--- src/core/irqf_regs.svh ---
`ifndef IRQF_REGS_SVH
`define IRQF_REGS_SVH

////////////////////////////////////////////////////////////////////////////////
// register map, byte addresses on the cpu data bus
`define IRQF_ADDR_GROUP0_LOW 16'hFFE0
`define IRQF_ADDR_GROUP0_HIGH 16'hFFE1
`define IRQF_ADDR_GROUP1_LOW 16'hFFE2
`define IRQF_ADDR_GROUP1_HIGH 16'hFFE3

// number of byte registers and flags
`define IRQF_NUM_REGS 4
`define IRQF_NUM_FLAGS 32

// reset value of every flag register
`define IRQF_RESET_VALUE 8'h00

// address bits that select the block; the two low bits pick the register
`define IRQF_ADDR_BASE_MASK 16'hFFFC
`define IRQF_ADDR_BASE 16'hFFE0

// value returned for an unmapped read
`define IRQF_UNMAPPED_DATA 16'h0000

`endif

--- src/core/irqf_pkg.sv ---
package irqf_pkg;

  // acknowledge sequencer, one-hot
  typedef enum logic [1:0] {
    IRQF_ACK_IDLE  = 2'b01,
    IRQF_ACK_ENTER = 2'b10
  } irqf_ack_state_t;

  // state of one flag byte
  typedef struct packed {
    logic [7:0] flags;
  } irqf_byte_state_t;

  // state of the top level
  typedef struct packed {
    irqf_ack_state_t ack_state;
    logic ack_done;
    logic rd_valid;
    logic [15:0] rd_data;
  } irqf_top_state_t;

endpackage

--- src/core/irqf_flag_byte.sv ---
`timescale 1ns/100ps
`include "irqf_regs.svh"

// one 8-bit flag register: hardware set, software write, acknowledge clear
module irqf_flag_byte (
  input wire logic core_clk,
  input wire logic reset_n,
  input wire logic [7:0] src_set,
  input wire logic [7:0] wr_mask,
  input wire logic [7:0] wr_val,
  input wire logic [7:0] ack_clr,
  output logic [7:0] flags
);

  irqf_pkg::irqf_byte_state_t state_reg;
  irqf_pkg::irqf_byte_state_t state_next;

  //////////////////////////////////////////////////////////////////////////////
  // next value per bit; a source request overrides any clear
  always_comb
  begin
    state_next = state_reg;
    for (int i = 0; i < 8; i++)
    begin
      if (src_set[i])
      begin
        state_next.flags[i] = 1'b1;
      end
      else if (wr_mask[i])
      begin
        state_next.flags[i] = wr_val[i];
      end
      else if (ack_clr[i])
      begin
        state_next.flags[i] = 1'b0;
      end
    end
  end

  //////////////////////////////////////////////////////////////////////////////
  // state register, synchronous reset
  always_ff @(posedge core_clk)
  begin
    if (!reset_n)
    begin
      state_reg.flags <= `IRQF_RESET_VALUE;
    end
    else
    begin
      state_reg <= state_next;
    end
  end

  assign flags = state_reg.flags;

endmodule // irqf_flag_byte

--- src/core/irqf_top.sv ---
`timescale 1ns/100ps
`include "irqf_regs.svh"

module irqf_top (
  input wire logic core_clk,
  input wire logic reset_n,
  input wire logic [31:0] src_req,
  input wire logic [15:0] bus_addr,
  input wire logic bus_rd,
  input wire logic bus_wr,
  input wire logic bus_word,
  input wire logic bus_bit,
  input wire logic [2:0] bus_bit_sel,
  input wire logic [15:0] bus_wdata,
  output logic [15:0] bus_rdata,
  output logic bus_rvalid,
  input wire logic ack_valid,
  input wire logic [4:0] ack_index,
  output logic ack_done,
  output logic ack_busy,
  output logic [31:0] irq_flags
);

  irqf_pkg::irqf_top_state_t state_reg;
  irqf_pkg::irqf_top_state_t state_next;

  // per-register views of the flags and of their update strobes
  logic [7:0] byte_flags [0:3];
  logic [7:0] wr_mask [0:3];
  logic [7:0] wr_val [0:3];
  logic [7:0] ack_clr [0:3];
  // acknowledge decode
  logic ack_take;
  logic [31:0] ack_onehot;

  //////////////////////////////////////////////////////////////////////////////
  // address decode helpers
  // a register is hit only inside the four-byte window; every bit above
  // the two low address bits must match the base, so aliases never hit

  // true when a byte access at addr hits register idx
  function automatic logic byte_hit(input logic [15:0] addr,
                                    input logic [1:0] idx);
    byte_hit = ((addr & `IRQF_ADDR_BASE_MASK) == `IRQF_ADDR_BASE) &&
               (addr[1:0] == idx);
  endfunction

  // true when a 16-bit access at addr covers register idx
  function automatic logic word_hit(input logic [15:0] addr,
                                    input logic [1:0] idx);
    word_hit = ((addr & `IRQF_ADDR_BASE_MASK) == `IRQF_ADDR_BASE) &&
               (addr[0] == 1'b0) && (addr[1] == idx[1]);
  endfunction

  //////////////////////////////////////////////////////////////////////////////
  // acknowledge accepted only while the sequencer is idle
  // a request seen while entry is being signalled is dropped, so the
  // processor must present it again once ack_busy has fallen
  assign ack_take = ack_valid &&
                    (state_reg.ack_state == irqf_pkg::IRQF_ACK_IDLE);

  // one-hot clear vector for the acknowledged source
  always_comb
  begin
    ack_onehot = 32'h00000000;
    if (ack_take)
    begin
      ack_onehot[ack_index] = 1'b1;
    end
  end

  //////////////////////////////////////////////////////////////////////////////
  // write masks and values per byte register
  // bit writes take precedence over byte and word decode; writes outside
  // the window leave every mask at zero, so no flag moves
  always_comb
  begin
    for (int r = 0; r < `IRQF_NUM_REGS; r++)
    begin
      wr_mask[r] = 8'h00;
      wr_val[r] = 8'h00;
      if (bus_wr)
      begin
        if (bus_bit && byte_hit(bus_addr, 2'(r)))
        begin
          // single-bit manipulation touches one flag only
          wr_mask[r][bus_bit_sel] = 1'b1;
          wr_val[r][bus_bit_sel] = bus_wdata[0];
        end
        else if (!bus_bit && !bus_word && byte_hit(bus_addr, 2'(r)))
        begin
          wr_mask[r] = 8'hFF;
          wr_val[r] = bus_wdata[7:0];
        end
        else if (!bus_bit && bus_word && word_hit(bus_addr, 2'(r)))
        begin
          // even register takes the low lane, odd the high lane
          wr_mask[r] = 8'hFF;
          wr_val[r] = r[0] ? bus_wdata[15:8] : bus_wdata[7:0];
        end
      end
    end
  end

  //////////////////////////////////////////////////////////////////////////////
  // four flag bytes; each bit belongs to exactly one source
  genvar g;
  generate
    for (g = 0; g < `IRQF_NUM_REGS; g++)
    begin : gen_byte
      assign ack_clr[g] = ack_onehot[g*8 +: 8];

      // inside each byte: source set, then software write, then ack clear
      irqf_flag_byte u_byte (
        .core_clk(core_clk),
        .reset_n(reset_n),
        .src_set(src_req[g*8 +: 8]),
        .wr_mask(wr_mask[g]),
        .wr_val(wr_val[g]),
        .ack_clr(ack_clr[g]),
        .flags(byte_flags[g])
      );

      assign irq_flags[g*8 +: 8] = byte_flags[g];
    end
  endgenerate

  //////////////////////////////////////////////////////////////////////////////
  // read path and acknowledge sequencer
  always_comb
  begin
    state_next = state_reg;
    state_next.rd_valid = 1'b0;
    state_next.ack_done = 1'b0;

    // reads return the flags as they stood before this edge
    // a word read at an odd address, or outside the window, answers zero;
    // the upper lane of a byte read is always zero
    if (bus_rd)
    begin
      state_next.rd_valid = 1'b1;
      state_next.rd_data = `IRQF_UNMAPPED_DATA;
      if (bus_word)
      begin
        if (word_hit(bus_addr, 2'd0))
        begin
          state_next.rd_data = {byte_flags[1], byte_flags[0]};
        end
        else if (word_hit(bus_addr, 2'd2))
        begin
          state_next.rd_data = {byte_flags[3], byte_flags[2]};
        end
      end
      else
      begin
        for (int r = 0; r < `IRQF_NUM_REGS; r++)
        begin
          if (byte_hit(bus_addr, 2'(r)))
          begin
            state_next.rd_data = {8'h00, byte_flags[r]};
          end
        end
      end
    end

    // clear lands at the taking edge, and entry is signalled at that same edge
    case (state_reg.ack_state)
      irqf_pkg::IRQF_ACK_IDLE:
      begin
        // take one acknowledge; its flag clears at this same edge
        if (ack_take)
        begin
          state_next.ack_state = irqf_pkg::IRQF_ACK_ENTER;
          state_next.ack_done = 1'b1;
        end
      end
      irqf_pkg::IRQF_ACK_ENTER:
      begin
        // service entry stays visible for exactly one cycle
        state_next.ack_state = irqf_pkg::IRQF_ACK_IDLE;
      end
      default:
      begin
        state_next.ack_state = irqf_pkg::IRQF_ACK_IDLE;
      end
    endcase
  end

  //////////////////////////////////////////////////////////////////////////////
  // top state register, synchronous reset
  always_ff @(posedge core_clk)
  begin
    if (!reset_n)
    begin
      state_reg.ack_state <= irqf_pkg::IRQF_ACK_IDLE;
      state_reg.ack_done <= 1'b0;
      state_reg.rd_valid <= 1'b0;
      state_reg.rd_data <= 16'h0000;
    end
    else
    begin
      state_reg <= state_next;
    end
  end

  //////////////////////////////////////////////////////////////////////////////
  // outputs straight from flip-flops
  // read data holds its last value until the next read is answered
  assign bus_rdata = state_reg.rd_data;
  assign bus_rvalid = state_reg.rd_valid;
  assign ack_done = state_reg.ack_done;
  // the one-hot enter bit itself, so no decode sits behind this output
  assign ack_busy = state_reg.ack_state[1];

endmodule // irqf_top

--- config.mk ---
export PLATFORM = sky130hd
export DESIGN_NAME = irqf_top
export DESIGN_NICKNAME = d
export VERILOG_FILES = /design/src/core/irqf_pkg.sv /design/src/core/irqf_flag_byte.sv /design/src/core/irqf_top.sv
export VERILOG_INCLUDE_DIRS = /design/src /design/src/core
export SDC_FILE = /design/constraint.sdc
export NUM_CORES = 1
export LEC_CHECK = 0
export BUFFER_PORTS_ARGS = -buffer_cell sky130_fd_sc_hd__clkbuf_2
export CAP_MARGIN = 5
export CORE_ASPECT_RATIO = 2
export CORE_MARGIN = 2
export CORE_UTILIZATION = 55
export CTS_BUF_LIST = sky130_fd_sc_hd__clkbuf_4
export CTS_CLUSTER_DIAMETER = 40
export DETAILED_ROUTE_END_ITERATION = 8
export PLACE_DENSITY = 0.86
export SYNTH_ARGS = -nofsm -noshare
export SYNTH_HDL_FRONTEND = slang
export SYNTH_SLANG_ARGS = --single-unit
--- constraint.sdc ---
create_clock -name core_clk -period 3.5 [get_ports core_clk]
set_input_delay 1.05 -clock core_clk [delete_from_list [all_inputs] [get_ports core_clk]]
set_output_delay 1.05 -clock core_clk [all_outputs]
set_load 0.02 [all_outputs]
# After elaboration in Yosys (flattened, before gate mapping)
# Index checks and enable logic that the tools add are counted.
# W data, S select, Z words.
[classes] muxes=140 n_reduce_logical=58 n_bitwise=3 eq_ne=5 n_lt_le_gt_ge=4
[op_table] cell="$mux W8" n=31
[op_table] cell="$mux W1" n=99
[op_table] cell="$mux W16" n=6
[op_table] cell="$reduce_bool A3 Y1" n=32
[op_table] cell="$mux W32" n=1
[op_table] cell="$logic_and A1 B1 Y1" n=22
[op_table] cell="$mux W17" n=1
[op_table] cell="$eq A14 B14 Y1 const B" n=1
[op_table] cell="$and A8 B8 Y8" n=1
[op_table] cell="$lt A5 B6 Y1 const B" n=1
[op_table] cell="$demux W1 S5" n=1
[op_table] cell="$ge A5 B1 Y1 const B" n=1
[op_table] cell="$eq A2 B1 Y1 const B" n=2
[op_table] cell="$eq A2 B2 Y1 const B" n=2
[op_table] cell="$lt A3 B4 Y1 const B" n=1
[op_table] cell="$demux W1 S3" n=1
[op_table] cell="$ge A3 B1 Y1 const B" n=1
[op_table] cell="$logic_not A1 Y1" n=2
[op_table] cell="$logic_not A2 Y1" n=1
[op_table] cell="$not A1 Y1" n=2
[op_table] cell="$reduce_and A2 Y1" n=1
[word_totals] inputBits=79 word_cells=246 register_bits=52 out_inout_bits=51

# Logic depth before layout (Yosys ltp)
# Gate-level depths: netlist of run 1.
[logic_depth] depth_word=10 mapped_depth=8 ltp_nobuf=5

# Hierarchy
# A second synthesis of run 1 with hierarchy kept.
[hier_totals] cells_unflattened=505 area_unflattened_um2=3885.0
[by_module_without_submodules] mod="irqf_top" n_inst=1 area_per_inst_um2=2563.7 seq_area_each_um2=400.4 cells_per_inst=377
[by_module_without_submodules] mod="irqf_flag_byte" n_inst=4 area_per_inst_um2=330.3 seq_area_each_um2=160.2 cells_per_inst=32

# Worst setup path after synthesis of run 1
# No wires, ideal clock.
[synth_timing] path_type="input to register" startpoint="input bus_addr[4]" endpoint="register, netlist name gen_byte[0].u_byte.flags[0]" path_slack_ps=1024 n_path_buf=1 cell_stages=6 setup_time_ps=120 required_ps=3380 t_arrival_ps=2356 cell_sequence="and4b_1 > buf_4 > nand4_4 > nor4b_4 > a21oi_1 > o31a_1"
[synth_via] elab_chain_len=10 elab_cells_between_ends=18 classes_between="eq/ne: 1; mux: 10; reduce/logical: 7"
[synth_rtl] item="from (decl)" line="irqf_top.sv:8" source="input wire logic [15:0] bus_addr,"
[synth_rtl] item="$eq A14 B14 Y1 (no line) (*)"
[synth_rtl] item="$logic_and A1 B1 Y1 (2 in a row)" line="irqf_top.sv:51" source="word_hit = ((addr & `IRQF_ADDR_BASE_MASK) == `IRQF_ADDR_BASE) &&"
[synth_rtl] item="$logic_and A1 B1 Y1" line="irqf_top.sv:95" source="else if (!bus_bit && bus_word && word_hit(bus_addr, 2'(r)))"
[synth_rtl] item="$mux W8" line="irqf_top.sv:95"
[synth_rtl] item="$mux W8" line="irqf_top.sv:90" source="else if (!bus_bit && !bus_word && byte_hit(bus_addr, 2'(r)))"
[synth_rtl] item="$mux W8" line="irqf_top.sv:84" source="if (bus_bit && byte_hit(bus_addr, 2'(r)))"
[synth_rtl] item="$mux W8" line="irqf_top.sv:82" source="if (bus_wr)"
[synth_rtl] item="$mux W1" line="irqf_flag_byte.sv:29" source="else if (wr_mask[i])"
[synth_rtl] item="$mux W1" line="irqf_flag_byte.sv:25" source="if (src_set[i])"
# Every way passes the cells marked *; elsewhere a longest branch is shown, timed or not.
# A chain may end at the register's enable or synchronous reset.

# Worst setup path after layout of run 1
[layout_timing] startpoint="input bus_addr[4]" endpoint="register state_reg, in the netlist bus_rdata[5]"
[layout_via] elab_chain_len=7 elab_cells_between_ends=15 classes_between="eq/ne: 1; mux: 7; reduce/logical: 7"
[layout_rtl] item="$eq A14 B14 Y1 (no line) (*)"
[layout_rtl] item="$logic_and A1 B1 Y1" line="irqf_top.sv:44" source="byte_hit = ((addr & `IRQF_ADDR_BASE_MASK) == `IRQF_ADDR_BASE) &&"
[layout_rtl] item="$mux W8" line="irqf_top.sv:158" source="if (byte_hit(bus_addr, 2'(r)))"
[layout_rtl] item="$mux W16 (3 in a row)" line="irqf_top.sv:158"
[layout_rtl] item="$mux W16 (*)" line="irqf_top.sv:143" source="if (bus_word)"
[layout_rtl] item="to (signal assigned)" line="irqf_top.sv:202" source="state_reg <= state_next;"
[layout_rtl] item="to (decl)" line="irqf_top.sv:24" source="irqf_pkg::irqf_top_state_t state_reg;"
# Marks and branches as above.

==> results.toml, run 1 <==
[run_status]
outcome = "completed"

[floorplan]
io_pins = 130
fp.dieArea_um2 = 7100
fp.coreArea_um2 = 6260
start_util_pct = 56.3
die_w_um = 60.6
die_h_um = 117
rows = 41

[detailed_routing]
vias_per_cell = 6.31
routed_wirelength_mm = 11.7
vias = 3895
wire_per_inst_um = 19.0
ant_nets = 0
dr.pass1.iters = 6
route.detailed.drc = 0
drt_iter0_markers = 369

[worst_setup_path]
rr_startpoint = "ack_busy"
crit_path_top_delay_cell = "and4_1"
crit_fanout = 14
path_cells = "clkbuf_2 -> and4b_1 -> and4_1 -> nand2_1 -> o22a_1 -> a21oi_1"
endpoint_kind = "flop"
cp.required_ps = 3820
timing.rr.end = "gen_byte[3].u_byte.flags[4]"
setup.worst_path.start_class = "input port"
reg2reg_slack_ps = 1650
cpPeakStageDelay_ps = 550
rr_worst_depth = 5
critical_path_class = "in -> reg"
cp.arrival_ps = 2980

[synthesis]
synthArstFlopShare_pct = 0
synth_cell_type_count = 60
synth-main-ff-cell = "dfxtp_1"
synthXorXnorAreaFrac_pct = 0
synth.cell_area_um2 = 3520
ys_ff_latch = 52
synth-edff-count = 0
ys_seq_area_share_pct = 29.6
synth_mux_area_share_pct = 6.25
synthCells = 433
synth_top_family_by_area = "compound AO/OA/AOI/OAI gates"
synth_compound_area_share_pct = 33.6
synth_nets = 512
synth_warnings = 0
synth_fa_ha_area_share_pct = 0
synth-simple-area-share_pct = 21.4
syn_avg_cell_area_um2 = 8.13

[global_route]
grt_max_degree = 37
antenna_found_initial = 1
grt-ovfl-total = 0
grt_use_total_pct = 33.8
grt_pass1_wl_mm = 18.1
grt_pass1_vias = 3795

[clocking]
htree_levels = 2
path_clk_slew_ps = 150
hold_buffers = 0
cts_resized = 0
cts_buffers = 5
cts_setup_buffers = 0
insertion_delay_ps = 390
cts_sinks = 52
cts_root_buf = "clkbuf_4"
cts_buffer_depth = 2
cts_tree = "done"

[timing]
finalMaxSlewViolations = 0
finalSetupViolations = 0
tightestPinTransition_ps = 638
hold_viol = 0
final.period_utilization_pct = 76.0
fmax_mhz = 376
min_period_ps = 2660
tns_ps = 0
skew_ps = 12.4
rsz0062_at_grt = "false"
fin_hold_ws_ps = 529
slew_headroom_pct = 57.3

[cells_and_area]
drive_gt1_share_pct = 28.3
largest_reg_flops = 32
fin_util_pct = 65.7
area_delta_synth_final_pct = 16.7
largest-register = "gen_byte.u_byte.flags"
nets = 608

[worst_hold_path]
min_to = "gen_byte[1].u_byte.flags[1]"
min_from = "gen_byte[1].u_byte.flags[1]"
worstHoldPathCells = 2
hold_class = "reg -> reg"

[power_and_ir_drop]
leakagePower_nw = 1.82
irDropWorstVdd_mv = 0.156
p_per_area_nw_per_um2 = 311

[flow_run]
timing.max_cap.violations = 0

[place]
gp_congestion = 0.969
port_buffers = 129
dpl.hpwl_mm = 9.24
## report_power, final
| group | switching [W] | total [W] | internal [W] |
|---|---|---|---|
| logic | 0.000212 | 0.000348 | 0.000135 |
| clock network | 0.000199 | 0.000273 | 0.0000742 |
| registers | 0.0000286 | 0.000658 | 0.000629 |
## how the worst max path moves through the flow
stage          cells after the start   startpoint  slack [ps]                     endpoint
2_1_floorplan                      6  bus_addr[4]        1020  gen_byte[0].u_byte.flags[0]
3_3_place_gp                       6  bus_addr[9]         500  gen_byte[2].u_byte.flags[3]
3_5_place_dp                       6  bus_addr[9]         440  gen_byte[2].u_byte.flags[2]
4_1_cts                            6  bus_addr[9]         870                 bus_rdata[5]
5_1_grt                            6  bus_addr[9]         750                 bus_rdata[6]
6_report                           6  bus_addr[4]         840                 bus_rdata[5]
## worst max-delay path, delay by kind of cell
kind / cells / cell delay, ps
buffers and inverters: 1 / 70
AND/OR/NAND/NOR: 3 / 1380
AO/OA/AOI/OAI: 2 / 460
## layer usage
layer | GRT usage [%] | part of all wire, % | wire, µm | vias up
li1 | - | - | - | 1820
met1 | 36.5 | 35 | 4130 | 1790
met2 | 58.7 | 53 | 6180 | 235
met3 | 5.05 | 6.8 | 791 | 50
met4 | 21.6 | 5.1 | 602 | 0
met5 | 0 | 0 | 0 | -
## metrics by stage
step	instances	setup WS [ps]	area, µm²	power (W)
after floorplan	433	1020	3520	0.000881
after global placement	608	504	4060	0.00101
after detailed placement	608	444	4060	0.00101
after CTS	616	874	4110	0.00127
after global routing	617	750	4110	0.00133
final	617	839	4110	0.00128
## kinds of logic (layout without fill, tap and decap cells)
logic type             Yosys count  after routing
flip-flops                      52             52
buffers and inverters           62            159
AO/OA/AOI/OAI                  170            170
multiplexers                    22             22
other                            0              1
AND/OR/NAND/NOR                127            127
## cells in the final DEF (no fill, tap or decap), types with 3 or more instances in the layout
cell type and n:
a211o_1 7, a21o_1 6, a21oi_1 35, a22oi_1 4, a2bb2oi_1 4, a31oi_1 3, a41oi_1 3, and2_1 11
and3b_1 3, and4_1 4, buf_4 6, clkbuf_2 129, clkbuf_4 5, dfxtp_1 52, inv_1 16, mux2i_1 22
nand2_1 23, nand2b_1 3, nand3_1 13, nand3b_1 7, nand4_1 3, nor2_1 28, nor2b_1 5, nor3_1 8
o2111ai_1 4, o211ai_1 11, o21a_1 5, o21ai_0 33, o22a_1 8, o22ai_1 10, o2bb2ai_1 4, o311a_1 3
o31a_1 14
## Yosys cell counts, types with 5 or more instances
library cell  instances  area (µm²)
nor2_1               28         105
buf_4                21         158
inv_1                16        60.1
o21a_1                5        37.5
a211o_1               7        61.3
o21ai_0              33         165
o211ai_1             11        82.6
o31a_1               14         123
nand3_1              13        65.1
dfxtp_1              52        1040
and2_1               11        68.8
a21o_1                6        45.0
a21oi_1              35         175
nand3b_1              7        52.6
o22ai_1              10        62.6
clkbuf_1             14        52.6
nor3_1                8        40.0
nand2_1              23        86.3
o22a_1                8        70.1
nor2b_1               5        31.3
buf_2                 9        45.0
mux2i_1              22         220
## final cells by class
type                            instances  area [µm²]
Clock inverter                          3        13.8
Timing Repair Buffer                  135         691
Sequential cell                        52        1040
Fill cell                             594        2150
Inverter                               16        60.1
Antenna cell                            1        2.50
Tap cell                               86         108
Multi-Input combinational cell        319        2160
Clock buffer                            5        37.5
Note: power is estimated with default switching activity, not from simulation.
==> inputs of run 2 (changes only) <==
Settings changed: CORE_UTILIZATION 55 to 52, PLACE_DENSITY 0.86 to 0.82.
Clock period 3.5 ns to 2.7 ns, I/O delays scaled along.
==> results.toml, run 2 (synthesized netlist as in run 1, its figures left out) <==
[global_route]
grt_use_total_pct = 32.0
grt_pass1_vias = 3852
grt-ovfl-total = 0
grt_max_degree = 49
grt_pass1_wl_mm = 18.9
antenna_found_initial = 1

[clocking]
cts_buffer_depth = 2
cts_setup_buffers = 0
cts_sinks = 52
cts_root_buf = "clkbuf_4"
path_clk_slew_ps = 150
cts_tree = "done"
htree_levels = 2
insertion_delay_ps = 390
cts_resized = 0
hold_buffers = 0
cts_buffers = 5

[timing]
min_period_ps = 2190
finalSetupViolations = 0
tightestPinTransition_ps = 624
fin_hold_ws_ps = 522
hold_viol = 0
skew_ps = 7.36
rsz0062_at_grt = "false"
finalMaxSlewViolations = 0
fmax_mhz = 456
slew_headroom_pct = 57.9
final.period_utilization_pct = 81.3
tns_ps = 0

[floorplan]
fp.coreArea_um2 = 6570
die_w_um = 62.2
io_pins = 130
start_util_pct = 53.6
rows = 42
fp.dieArea_um2 = 7490
die_h_um = 120

[detailed_routing]
drt_iter0_markers = 385
route.detailed.drc = 0
wire_per_inst_um = 19.1
routed_wirelength_mm = 12.1
dr.pass1.iters = 5
ant_nets = 0
vias = 3955
vias_per_cell = 6.25

[cells_and_area]
largest_reg_flops = 32
fin_util_pct = 64.6
fin_cells = 633
final_common_cell = "clkbuf_2"
drive_gt1_share_pct = 30.1
largest-register = "gen_byte.u_byte.flags"
area_delta_synth_final_pct = 20.6
layout_common_cells = "129 x clkbuf_2, 52 x dfxtp_1, 35 x a21oi_1"
final_area_um2 = 4250
nets = 622

[worst_hold_path]
worstHoldPathCells = 2
hold_class = "reg -> reg"

[worst_setup_path]
cp.required_ps = 2990
reg2reg_slack_ps = 810
cp.arrival_ps = 2480
setup.worst_path.start_class = "input port"
crit_fanout = 10
critical_path_class = "in -> reg"
endpoint_kind = "flop"
rr_worst_depth = 5

[flow_run]
timing.max_cap.violations = 0

[place]
dpl.hpwl_mm = 9.54
gp_congestion = 0.954
port_buffers = 129
dp_cells = 624
place_area_um2 = 4190

[power_and_ir_drop]
p_per_area_nw_per_um2 = 395
irDropWorstVdd_mv = 0.230
leakagePower_nw = 1.89

[run_status]
outcome = "completed"
run 2: critical path, cell delays in order:
cell and delay, ps:
clkbuf_2 70, and4_1 340, and4_1 380, and3_1 450, a21oi_1 130, o31a_1 300
run 2: metrics by stage:
step | power, W | worst slack, ps
finish | 0.00168 | 505
global route | 0.00174 | 423
CTS | 0.00167 | 533
detailed placement | 0.00133 | 114
global placement | 0.00132 | 170
floorplan | 0.00114 | 464
run 2: layout make-up:
class	count	area [µm²]
fill	599	2320
multi-input combinational	319	2160
sequential	52	1040
timing repair buffer	149	821
tap	88	110
inverter	16	60.1
clock buffer	5	37.5
clock inverter	3	18.8
antenna	1	2.50
run 2: path summary, 6_finish.rpt:
check                                    from                     endpoint
setup / recovery                  bus_addr[9]  gen_byte[2].u_byte.flags[5]
hold / removal    gen_byte[1].u_byte.flags[3]  gen_byte[1].u_byte.flags[3]
setup reg to reg                     ack_busy  gen_byte[3].u_byte.flags[4]
hold reg to reg   gen_byte[1].u_byte.flags[3]  gen_byte[1].u_byte.flags[3]
run 2: layer usage:
layer	vias up	GRT usage [%]	part of all wire, %
met5	-	0	0
met4	0	16.8	4.1
met3	34	4.19	5.8
met2	224	60.2	53
met1	1855	34.2	37
li1	1842	-	-
run 2: power by group:
group,switching [W],internal (W)
clock network,0.000261,0.0000985
logic,0.000281,0.000183
registers,0.0000376,0.000816
total,0.000579,0.00110
